$ cat src/bhm_unused_note_none.sv
// Intentionally empty design unit list: nothing else is required.
`timescale 1ns/1ps
`default_nettype none
`default_nettype wire

$ cat src/bhm_pkg.sv
// Package for the byte hardware multiplier: widths and reset values.
// Assumes a single core clock domain with synchronous active-high reset.
package bhm_pkg;
    localparam int unsigned BHM_OPERAND_W   = 8;
    localparam int unsigned BHM_PRODUCT_W   = 16;
    localparam int unsigned BHM_FLAGS_W     = 5;
    localparam int unsigned BHM_MULT_CYCLES = 1;
    localparam logic [7:0]  BHM_PROD_RESET  = 8'h00;
    localparam logic [4:0]  BHM_FLAGS_RESET = 5'h00;

    // Controller states.
    typedef enum logic [1:0]
    {
        BHM_IDLE = 2'b01,
        BHM_DONE = 2'b10
    } bhm_state_t;
endpackage

$ cat src/bhm_multiplier.sv
// Top of the byte hardware multiplier with its product register pair.
// Assumes the decoder pulses the multiply strobe for one cycle per instruction
// and that status flags arrive from, and return to, the core each cycle.
`timescale 1ns/1ps
`default_nettype none
//
// Contract
// - Operands are unsigned; the full 16-bit product is kept.
// - A multiply completes in one cycle; product ready for next instruction.
// - High product byte gets bits 15..8, low byte gets bits 7..0.
// - Multiply leaves carry, digit carry, zero, overflow, negative flags unchanged.
// - One operand from working register, the other from the file register.
module bhm_multiplier
    import bhm_pkg::*;
(
    input  wire logic                     sys_clk,
    input  wire logic                     sys_rst,
    input  wire logic                     multiply_working_by_file_instr,
    input  wire logic [BHM_OPERAND_W-1:0] working_register,
    input  wire logic [BHM_OPERAND_W-1:0] file_operand,
    input  wire logic                     prod_high_wr,
    input  wire logic                     prod_low_wr,
    input  wire logic [BHM_OPERAND_W-1:0] prod_wr_data,
    input  wire logic [BHM_FLAGS_W-1:0]   status_flags_in,
    input  wire logic                     status_flags_wr,
    output logic      [BHM_OPERAND_W-1:0] product_high_byte,
    output logic      [BHM_OPERAND_W-1:0] product_low_byte,
    output logic      [BHM_FLAGS_W-1:0]   status_flags,
    output logic                          mult_done
);
    // The array output at full width, then split into its two bytes.
    logic [BHM_PRODUCT_W-1:0] product_w;
    logic [BHM_OPERAND_W-1:0] product_upper_w;
    logic [BHM_OPERAND_W-1:0] product_lower_w;

    // The product register pair; each byte is a group of its own.
    logic [BHM_OPERAND_W-1:0] prod_high_q;
    logic [BHM_OPERAND_W-1:0] prod_high_d;
    logic [BHM_OPERAND_W-1:0] prod_low_q;
    logic [BHM_OPERAND_W-1:0] prod_low_d;

    // Status flags held on behalf of the core.
    logic [BHM_FLAGS_W-1:0]   flags_q;
    logic [BHM_FLAGS_W-1:0]   flags_d;

    // Completion tracking and its registered marker.
    bhm_state_t               state_q;
    bhm_state_t               state_d;
    logic                     done_q;
    logic                     done_d;

    // Write requests that survive the multiply-cycle refusal.
    logic                     high_wr_ok;
    logic                     low_wr_ok;
    logic                     flags_wr_ok;

    // The array sees its operands directly, so no setup cycle is spent.
    // This puts the whole array in one cycle path, traded for latency.
    bhm_mult_core u_core
    (
        .op_a    (working_register),
        .op_b    (file_operand),
        .product (product_w)
    );

    // Split the array output into the two bytes of the register pair.
    assign product_upper_w = product_w[BHM_PRODUCT_W-1:BHM_OPERAND_W];
    assign product_lower_w = product_w[BHM_OPERAND_W-1:0];

    // A direct write or a flag update in a multiply cycle is refused.
    // The instruction that writes the pair cannot also be a multiply,
    // so a collision means a decoder fault and the multiply wins.
    assign high_wr_ok  = prod_high_wr && !multiply_working_by_file_instr;
    assign low_wr_ok   = prod_low_wr && !multiply_working_by_file_instr;
    assign flags_wr_ok = status_flags_wr && !multiply_working_by_file_instr;

    // High product byte: a multiply loads it, otherwise a write may.
    // With neither it keeps its value for any later reader.
    always_comb
    begin
        prod_high_d = prod_high_q;
        if (multiply_working_by_file_instr)
        begin
            prod_high_d = product_upper_w;
        end
        else if (high_wr_ok)
        begin
            prod_high_d = prod_wr_data;
        end
    end

    // High product byte register.
    always_ff @(posedge sys_clk)
    begin
        if (sys_rst)
        begin
            prod_high_q <= BHM_PROD_RESET;
        end
        else
        begin
            prod_high_q <= prod_high_d;
        end
    end

    // Low product byte: same priority as the high byte.
    // On a multiply both bytes load on one edge, so a reader never sees a torn product.
    always_comb
    begin
        prod_low_d = prod_low_q;
        if (multiply_working_by_file_instr)
        begin
            prod_low_d = product_lower_w;
        end
        else if (low_wr_ok)
        begin
            prod_low_d = prod_wr_data;
        end
    end

    // Low product byte register.
    always_ff @(posedge sys_clk)
    begin
        if (sys_rst)
        begin
            prod_low_q <= BHM_PROD_RESET;
        end
        else
        begin
            prod_low_q <= prod_low_d;
        end
    end

    // Flags follow the core's updates except while a multiply executes.
    // The multiply never computes a flag, so holding is all it needs.
    always_comb
    begin
        flags_d = flags_q;
        if (flags_wr_ok)
        begin
            flags_d = status_flags_in;
        end
    end

    // Flag register.
    always_ff @(posedge sys_clk)
    begin
        if (sys_rst)
        begin
            flags_q <= BHM_FLAGS_RESET;
        end
        else
        begin
            flags_q <= flags_d;
        end
    end

    // Completion state: one cycle in the done state per multiply strobe.
    // Back-to-back multiplies keep it there, one cycle behind each strobe.
    always_comb
    begin
        case (state_q)
            BHM_IDLE:
            begin
                state_d = multiply_working_by_file_instr ? BHM_DONE : BHM_IDLE;
            end
            BHM_DONE:
            begin
                state_d = multiply_working_by_file_instr ? BHM_DONE : BHM_IDLE;
            end
            default:
            begin
                state_d = BHM_IDLE;
            end
        endcase
    end

    // Completion state register.
    always_ff @(posedge sys_clk)
    begin
        if (sys_rst)
        begin
            state_q <= BHM_IDLE;
        end
        else
        begin
            state_q <= state_d;
        end
    end

    // Done marker decoded ahead of the flop, so the output has no gate after it.
    always_comb
    begin
        done_d = (state_d == BHM_DONE);
    end

    // Done marker register.
    always_ff @(posedge sys_clk)
    begin
        if (sys_rst)
        begin
            done_q <= 1'b0;
        end
        else
        begin
            done_q <= done_d;
        end
    end

    // Every output comes straight from a register.
    assign product_high_byte = prod_high_q;
    assign product_low_byte  = prod_low_q;
    assign status_flags      = flags_q;
    assign mult_done         = done_q;
endmodule // bhm_multiplier
`default_nettype wire

$ cat src/bhm_mult_core.sv
// Combinational unsigned 8 by 8 multiplier array.
// Assumes the caller registers the result within the same cycle.
`timescale 1ns/1ps
`default_nettype none
module bhm_mult_core
    import bhm_pkg::*;
(
    input  wire logic [BHM_OPERAND_W-1:0] op_a,
    input  wire logic [BHM_OPERAND_W-1:0] op_b,
    output logic      [BHM_PRODUCT_W-1:0] product
);
    // Shift-and-add array; op_a widened to the product width so no bit is lost.
    always_comb
    begin
        product = '0;
        for (int i = 0; i < BHM_OPERAND_W; i++)
        begin
            if (op_b[i])
            begin
                product = product + (BHM_PRODUCT_W'(op_a) << i);
            end
        end
    end
endmodule // bhm_mult_core
`default_nettype wire

$ cat config.mk
export PLATFORM = sky130hd
export DESIGN_NAME = bhm_multiplier
export DESIGN_NICKNAME = d
export VERILOG_FILES = /design/src/bhm_unused_note_none.sv /design/src/bhm_pkg.sv /design/src/bhm_multiplier.sv /design/src/bhm_mult_core.sv
export SDC_FILE = /design/constraint.sdc
export NUM_CORES = 1
export LEC_CHECK = 0
export BUFFER_PORTS_ARGS = -buffer_cell sky130_fd_sc_hd__buf_2
export CAP_MARGIN = 5
export CORE_ASPECT_RATIO = 2
export CORE_MARGIN = 10
export CORE_UTILIZATION = 55
export DETAILED_ROUTE_END_ITERATION = 7
export PLACE_DENSITY = 0.89
export SLEW_MARGIN = 20
export SYNTH_ARGS = -nofsm -noshare
export SYNTH_HDL_FRONTEND = slang
export SYNTH_SLANG_ARGS = --single-unit
$ cat constraint.sdc
create_clock -name sys_clk -period 9.9 [get_ports sys_clk]
set_input_delay 1.485 -clock sys_clk [delete_from_list [all_inputs] [get_ports sys_clk]]
set_output_delay 1.485 -clock sys_clk [all_outputs]
set_load 0.01 [all_outputs]
-- Yosys cells after proc, flatten, opt, wreduce, memory -nomap -nowiden
Index checks and enable logic that the tools add are counted.
- register bits after elaboration: 24
- input port bits: 35
- output and inout port bits: 22
- word-level logic and storage cells: 36
- $add $sub $neg: 7
- equality and inequality tests: 3
- multiplexer cells: 14
- reduce and logical (&&, ||, !) cells: 7
- operator list (cell ; number):
    $mux W16 ; 7
    $mux W8 ; 5
    $add A16 B10 Y16 ; 1
    $add A16 B11 Y16 ; 1
    $add A16 B12 Y16 ; 1
    $add A16 B13 Y16 ; 1
    $add A16 B14 Y16 ; 1
    $add A16 B15 Y16 ; 1
    $add A16 B9 Y16 ; 1
    $eq A2 B2 Y1 const B ; 2
    $mux W2 ; 2
    $reduce_bool A2 Y1 ; 2
    $logic_and A1 B1 Y1 ; 3
    $eq A2 B1 Y1 const B ; 1
    $reduce_or A2 Y1 ; 1
    $logic_not A1 Y1 ; 1

-- Depth between registers and ports, before layout
- depth in word-level cells: 16
- depth in mapped cells: 48
- gate-level depth less buffers: 47

-- Cells and area by module
Synthesis repeated with hierarchy kept, for this count alone.
- cell total of the unflattened synthesis: 518
- area total of the unflattened synthesis: 4301.6 um2
- modules (own cells, without submodules) (module ; instances ; cells an instance ; area an instance (um2) ; seq. area each (um2)):
    bhm_mult_core ; 1 ; 426 ; 3213.1 ; 0.0
    bhm_multiplier ; 1 ; 92 ; 1088.5 ; 460.4

-- Least setup slack after synthesis
Ideal clock, no wire load.
- kind: input-to-reg
- start: input port file_operand[0]
- end: register prod_high_q[7] (netlist: product_high_byte[7])
- library setup time: 0.148 ns
- arrival: 10.039 ns
- data required time: 9.752 ns
- setup slack: -0.287 ns
- cell stages on the path: 46
- path buffers: 1
- cell sequence: buf_6 and2_1 ha_1 inv_1 fa_1 nor2b_1 o22ai_2 a311oi_2 xor2_1 nand2_1 o21ai_0 ha_1 o311a_1 a211o_1 nor2_1 inv_1 ha_1 o21a_1 [10 not listed] ha_1 o211ai_1 a21oi_1 a211oi_1 xnor2_1 mux2_2 ha_1 and2_1 a221oi_1 xnor2_1 nand2_1 nand2_1 ha_1 a21oi_1 o21ai_0 a21o_1 a221oi_1 a2111oi_0
- longest elaborated chain between the ends: 16
- ends and longest elaborated chain (item ; RTL line ; text):
    start: declaration ; bhm_multiplier.sv:20 ; input wire logic [BHM_OPERAND_W-1:0] file_operand,
    $mux W8 * ; bhm_mult_core.sv:18 ; if (op_b[i])
    $add A16 B9 Y16 ; bhm_mult_core.sv:20 ; product = product + (BHM_PRODUCT_W'(op_a) << i);
    $mux W16 * ; bhm_mult_core.sv:18 ;
    $add A16 B10 Y16 ; bhm_mult_core.sv:20 ;
    $mux W16 * ; bhm_mult_core.sv:18 ;
    $add A16 B11 Y16 ; bhm_mult_core.sv:20 ;
    $mux W16 * ; bhm_mult_core.sv:18 ;
    $add A16 B12 Y16 ; bhm_mult_core.sv:20 ;
    $mux W16 * ; bhm_mult_core.sv:18 ;
    $add A16 B13 Y16 ; bhm_mult_core.sv:20 ;
    $mux W16 * ; bhm_mult_core.sv:18 ;
    $add A16 B14 Y16 ; bhm_mult_core.sv:20 ;
    $mux W16 * ; bhm_mult_core.sv:18 ;
    $add A16 B15 Y16 ; bhm_mult_core.sv:20 ;
    $mux W16 * ; bhm_mult_core.sv:18 ;
    $mux W8 * ; bhm_multiplier.sv:82 ; if (multiply_working_by_file_instr)
    end signal: assignment ; bhm_multiplier.sv:101 ; prod_high_q <= prod_high_d;
    end: declaration ; bhm_multiplier.sv:37 ; logic [BHM_OPERAND_W-1:0] prod_high_q;
Every way passes the cells marked *; elsewhere a longest branch is shown, timed or not.
A chain may end at the register's enable or synchronous reset.

-- Worst setup path in the final report
- start: input port working_register[1]
- end: register prod_high_q[6] (netlist: product_high_byte[6])
- longest elaborated chain between the ends: 16
- ends and longest elaborated chain (item ; RTL line ; text):
    start: declaration ; bhm_multiplier.sv:19 ; input wire logic [BHM_OPERAND_W-1:0] working_register,
    $mux W8 ; bhm_mult_core.sv:18 ;
    $add A16 B9 Y16 ; bhm_mult_core.sv:20 ;
    $mux W16 ; bhm_mult_core.sv:18 ;
    $add A16 B10 Y16 ; bhm_mult_core.sv:20 ;
    $mux W16 ; bhm_mult_core.sv:18 ;
    $add A16 B11 Y16 ; bhm_mult_core.sv:20 ;
    $mux W16 ; bhm_mult_core.sv:18 ;
    $add A16 B12 Y16 ; bhm_mult_core.sv:20 ;
    $mux W16 ; bhm_mult_core.sv:18 ;
    $add A16 B13 Y16 ; bhm_mult_core.sv:20 ;
    $mux W16 ; bhm_mult_core.sv:18 ;
    $add A16 B14 Y16 ; bhm_mult_core.sv:20 ;
    $mux W16 ; bhm_mult_core.sv:18 ;
    $add A16 B15 Y16 ; bhm_mult_core.sv:20 ;
    $mux W16 * ; bhm_mult_core.sv:18 ;
    $mux W8 * ; bhm_multiplier.sv:82 ;
Marks and branches as above.

==> results.md <==
Power and ir drop:
- The design draws 1.77 mW.
- Internal power comes to 938 µW.
- The combinational group share of total power is 88.1%.
- The static power due to leakage is 3.29 nW.
- The switching part of the total power is 47.0%.
- Across the VDD grid, the largest voltage drop is 0.244 mV.
- The relative contribution of the clock network to total power is 5.2%.
- The power density over cell area is 241 nW/µm².
- Sequential cells account for 6.7% of the total power.
- The net switching power is 832 µW.

STA:
- Headroom to the max-slew limit came out at 26.5%.
- The final hold violation count is 0.
- The final max-slew violation count came to 0.
- Timing would allow up to 94.8 MHz.
- Setup violations remaining at the end of the flow were counted as 8.
- The final critical path time including I/O delays and setup is 10,540 ps.
- For the pin with the worst max-slew slack, the measured transition is 1090 ps.
- For the final database, setup skew stands at 0.157 ps.
- The worst path uses 107% of the clock period.
- The minimum setup slack in the final design is -645 ps.

Synthesis:
- The mean area per synthesized cell is 7.86 µm².
- The most frequently used flop master after synthesis is sky130_fd_sc_hd__dfxtp_1.
- The count of flip-flops with a built-in enable after synthesis is 0.
- In the synthesized netlist the async set-or-reset flop fraction comes to 0%.
- The portion of synthesized cell area occupied by the leading cell type is 16.7%.
- For this run, the register share of the synthesized area comes to 10.1%.
- The area fraction in compound gates after synthesis is 32.2%.
- The number of different library cells used by synthesis comes to 84.
- The synthesized netlist devotes 19.7% of its cell area to adder and majority cells.
- The proportion of synthesized area in mux cells is 8.39%.
- The Yosys warning count is 0.
- The cell count after synthesis came out at 583.
- Summing the areas of all xor and xnor instances in the mapped netlist gives 4.21% of the synthesized area.
- After synthesis, the largest family of logic cells by area is compound AO/OA/AOI/OAI gates.
- The cell taking the most area after synthesis is sky130_fd_sc_hd__ha_1.
- The synthesized design contains 23 register bits.
- The synthesized cell area is 4580 µm².
- Summing the areas of all and, or, nand and nor instances in the mapped netlist gives 20.0% of the synthesized area.
- By area the synthesized netlist is led by sky130_fd_sc_hd__ha_1 (17%), sky130_fd_sc_hd__dfxtp_1 (10%), sky130_fd_sc_hd__mux2i_1 (5.7%).
- Counting every net in the synthesized netlist gives 686.

Worst setup path:
- By instance count, the cell type seen most on the critical path is sky130_fd_sc_hd__ha_4.
- On the critical path, the stage with the largest delay is an instance of sky130_fd_sc_hd__a222oi_1.
- The endpoint of the worst-slack reg-to-reg timing path is product_high_byte[0].
- The arrival time at the worst endpoint is 10,670 ps.
- Setup slack on the worst reg-to-reg path comes out at 8530 ps.
- The worst setup path is of the in -> reg kind.
- The kind of end point of the critical path is a flop.
- The depth of the most critical reg-to-reg path is 6.
- The required arrival time at the worst endpoint is 10,030 ps.
- The delay contributed by the slowest stage of the critical path is 480 ps.
- The startpoint of the most critical register-to-register path is product_high_byte[0].
- Of all nets on the critical path, the largest fanout is 4.
- The critical path startpoint category is a primary input.

Global route:
- After global routing the overflow that remains totals 0.
- The number of global-route vias before repair is 6,377.
- The largest net degree at the start of global routing is 30.
- The global-route wire length before repair is 31.4 mm.
- The number of antenna violations at the first check in global routing was 0.
- Global routing used 30.0% of the available tracks.

Outcome:
- The run finished, with violations left.
- The checks that failed: design-rule violations, negative setup slack.

Drt:
- The remaining design rule violation count is 1.
- In the final routed layout, each cell accounts on average for 30.8 µm.
- The antenna violation net count after detailed routing is 0.
- The total detailed-routing wirelength is 27.6 mm.
- The count of vias placed by the detailed router is 6,923.
- The number of design-rule violations left by the first detailed-router iteration is 855.
- The detailed-route vias per instance is 7.70.
- The pre-antenna-repair detailed-routing pass consisted of 8 iterations.

Die:
- The vertical die dimension is 149 µm.
- The overall die area is 12,600 µm².
- The core region is 8230 µm².
- The initialized floorplan defines 47 standard-cell rows.
- The initial core utilization is 55.6%.
- In this run the horizontal extent of the chip is 84.5 µm.
- Pin placement for this block handled 57 I/O pins.

CTS:
- The clock reaches the later pin of the worst-skew pair after 260 ps.
- The CTS tree is done.
- Clock tree synthesis found a total of 23 sinks.
- Clock-pin slew was measured on the worst setup and hold paths at 60 ps.
- The buffer depth of the longest clock path is 2.
- In this run the number of H-tree levels came out at 1.
- The cell at the root of the clock tree is sky130_fd_sc_hd__clkbuf_16.
- The number of clock buffers added by TritonCTS is 3.

Worst hold path:
- Counting instances, the worst hold path has a depth of 2.
- The tightest min-delay check is of the reg -> reg type.
- For hold timing, the worst endpoint is status_flags[4].
- The launch instance of the worst min-delay path is status_flags[4].

Placed design:
- The placed cell count is 847.
- The number of buffers added on ports is 56.
- The estimated wirelength of the detail-placed design is 14.6 mm.
- Prior to clock tree synthesis, the placed netlist has a worst setup slack of -751 ps.
- The placer congestion estimate is 1.02.

Flow run:
- Across the run, the number of max-cap violations was 0.

Cells and area:
- The finished layout holds 899 standard cells, fillers aside.
- Compared with the post-synthesis result, the final layout area differs by 60.2%.
- The net count of the finished layout is 904.
- The proportion of layout cells with a drive suffix above 1 is 51.0%.
[logic make-up (layout without fill, tap and decap cells)]
logic type / Yosys count / after routing
AO/OA/AOI/OAI: 201 / 201
AND/OR/NAND/NOR: 171 / 171
adder cells (fa/ha/maj): 68 / 68
buffers and inverters: 61 / 278
multiplexers: 37 / 37
flip-flops: 23 / 23
XOR/XNOR: 22 / 22
other: 0 / 1
[synth_stat cells, drive strengths merged, types with 3 or more instances]
cell     count
ha          61
o21ai       42
nor2        39
inv         36
a21oi       35
nand2       27
mux2i       26
dfxtp       23
nor3        21
a211oi      20
clkbuf      17
nor2b       16
xnor2       14
a21o        13
nand3       13
o21a        13
mux2        11
buf          8
xor2         8
a31oi        7
and2         7
fa           7
nand2b       7
a211o        6
nand3b       6
nor3b        6
or3          6
a2111oi      5
o2111ai      5
o21bai       5
o31ai        5
o22ai        4
or2          4
a221oi       3
nand4        3
nand4b       3
nor4         3
o211a        3
o221ai       3
o32ai        3
o41ai        3
[per-layer routing]
layer / up-vias / wire length (µm) / global-route usage [%]
li1: 2660 / - / -
met1: 3142 / 8160 / 26.6
met2: 761 / 13000 / 55.2
met3: 360 / 3000 / 5.42
met4: 0 / 3510 / 27.5
met5: - / 0 / 0
[how the worst max path moves through the flow]
stage / from / cells after the start / to
after global placement: file_operand[0] / 42 / product_high_byte[6]
final: working_register[1] / 48 / product_high_byte[6]
after global routing: working_register[1] / 49 / product_high_byte[6]
after CTS: file_operand[0] / 46 / product_high_byte[6]
after floorplan: file_operand[0] / 46 / product_high_byte[7]
after detailed placement: file_operand[0] / 44 / product_high_byte[6]
[power groups by stage]
stage / clock network [mW] / registers (mW) / logic (mW)
final: 0.0918 / 0.119 / 1.56
after global placement: 0 / 0.116 / 0.952
after floorplan: 0 / 0.124 / 0.567
after CTS: 0.0871 / 0.116 / 1.13
after detailed placement: 0 / 0.117 / 1.00
after global routing: 0.0931 / 0.118 / 1.61
[sequential cells by signal (all words and copies together), names as in the netlist]
name and cells:
status_flags 5, product_high_byte 8, state_q 2, product_low_byte 8
[timing repair]
item / in CTS / in global routing
resized for setup: 42 / 146
endpoints found under the setup margin: 6 / 8
buffers inserted: 18 / 29
cloned: 0 / 0
endpoints found under the hold margin: 0 / 0
pin swaps: 28 / 70
hold buffers: 0 / 0
[layout make-up]
class,instances,area (µm²)
antenna,1,2.50
clock buffer,4,78.8
sequential,23,460
timing repair buffer,238,1670
inverter,36,135
multi-input combinational,499,4870
tap,98,123
fill,314,896
[critical path: cells and delay by family]
family | cells | cell delay, ps
buf+inv | 5 | 450
mux | 1 | 210
fa+ha+maj | 8 | 2440
compound gates | 19 | 3680
xor+xnor | 1 | 160
simple gates | 14 | 2250
[cell usage in the layout (no fill, tap or decap), types with 5 or more instances in the layout]
| cell type | netlist | layout |
|---|---|---|
| sky130_fd_sc_hd__a21oi_2 | 1 | 12 |
| sky130_fd_sc_hd__xnor2_1 | 14 | 9 |
| sky130_fd_sc_hd__nor3_1 | 20 | 13 |
| sky130_fd_sc_hd__nor2b_1 | 16 | 13 |
| sky130_fd_sc_hd__buf_2 | 4 | 54 |
| sky130_fd_sc_hd__a211o_1 | 6 | 6 |
| sky130_fd_sc_hd__mux2i_1 | 26 | 25 |
| sky130_fd_sc_hd__xor2_1 | 8 | 8 |
| sky130_fd_sc_hd__a21o_1 | 13 | 13 |
| sky130_fd_sc_hd__o21ai_1 | 3 | 9 |
| sky130_fd_sc_hd__ha_4 | 0 | 31 |
| sky130_fd_sc_hd__a21oi_1 | 34 | 20 |
| sky130_fd_sc_hd__a211oi_2 | 0 | 5 |
| sky130_fd_sc_hd__o21ai_0 | 37 | 18 |
| sky130_fd_sc_hd__inv_2 | 2 | 7 |
| sky130_fd_sc_hd__o21ai_2 | 2 | 12 |
| sky130_fd_sc_hd__dfxtp_1 | 23 | 23 |
| sky130_fd_sc_hd__inv_1 | 34 | 29 |
| sky130_fd_sc_hd__nand2b_1 | 7 | 6 |
| sky130_fd_sc_hd__nand3_1 | 13 | 11 |
| sky130_fd_sc_hd__buf_4 | 1 | 180 |
| sky130_fd_sc_hd__mux2_2 | 11 | 10 |
| sky130_fd_sc_hd__nor2_1 | 39 | 35 |
| sky130_fd_sc_hd__ha_1 | 61 | 26 |
| sky130_fd_sc_hd__nand3b_1 | 6 | 6 |
| sky130_fd_sc_hd__a31oi_1 | 6 | 5 |
| sky130_fd_sc_hd__xnor2_2 | 0 | 5 |
| sky130_fd_sc_hd__nand2_1 | 27 | 23 |
| sky130_fd_sc_hd__o21a_1 | 13 | 11 |
| sky130_fd_sc_hd__a211oi_1 | 20 | 13 |
| sky130_fd_sc_hd__nor3_2 | 1 | 6 |
[per-stage QoR]
stage	TNS (ps)	util, %	instance area [µm²]	hold slack, ps
6_report	-4200	89.1	7340	511
5_1_grt	-5400	89.1	7330	555
4_1_cts	0	76.4	6290	511
3_5_place_dp	-3250	71.7	5900	497
3_3_place_gp	-1030	71.7	5900	470
2_1_floorplan	0	-	4600	474
Note: power is estimated with default switching activity, not from simulation.
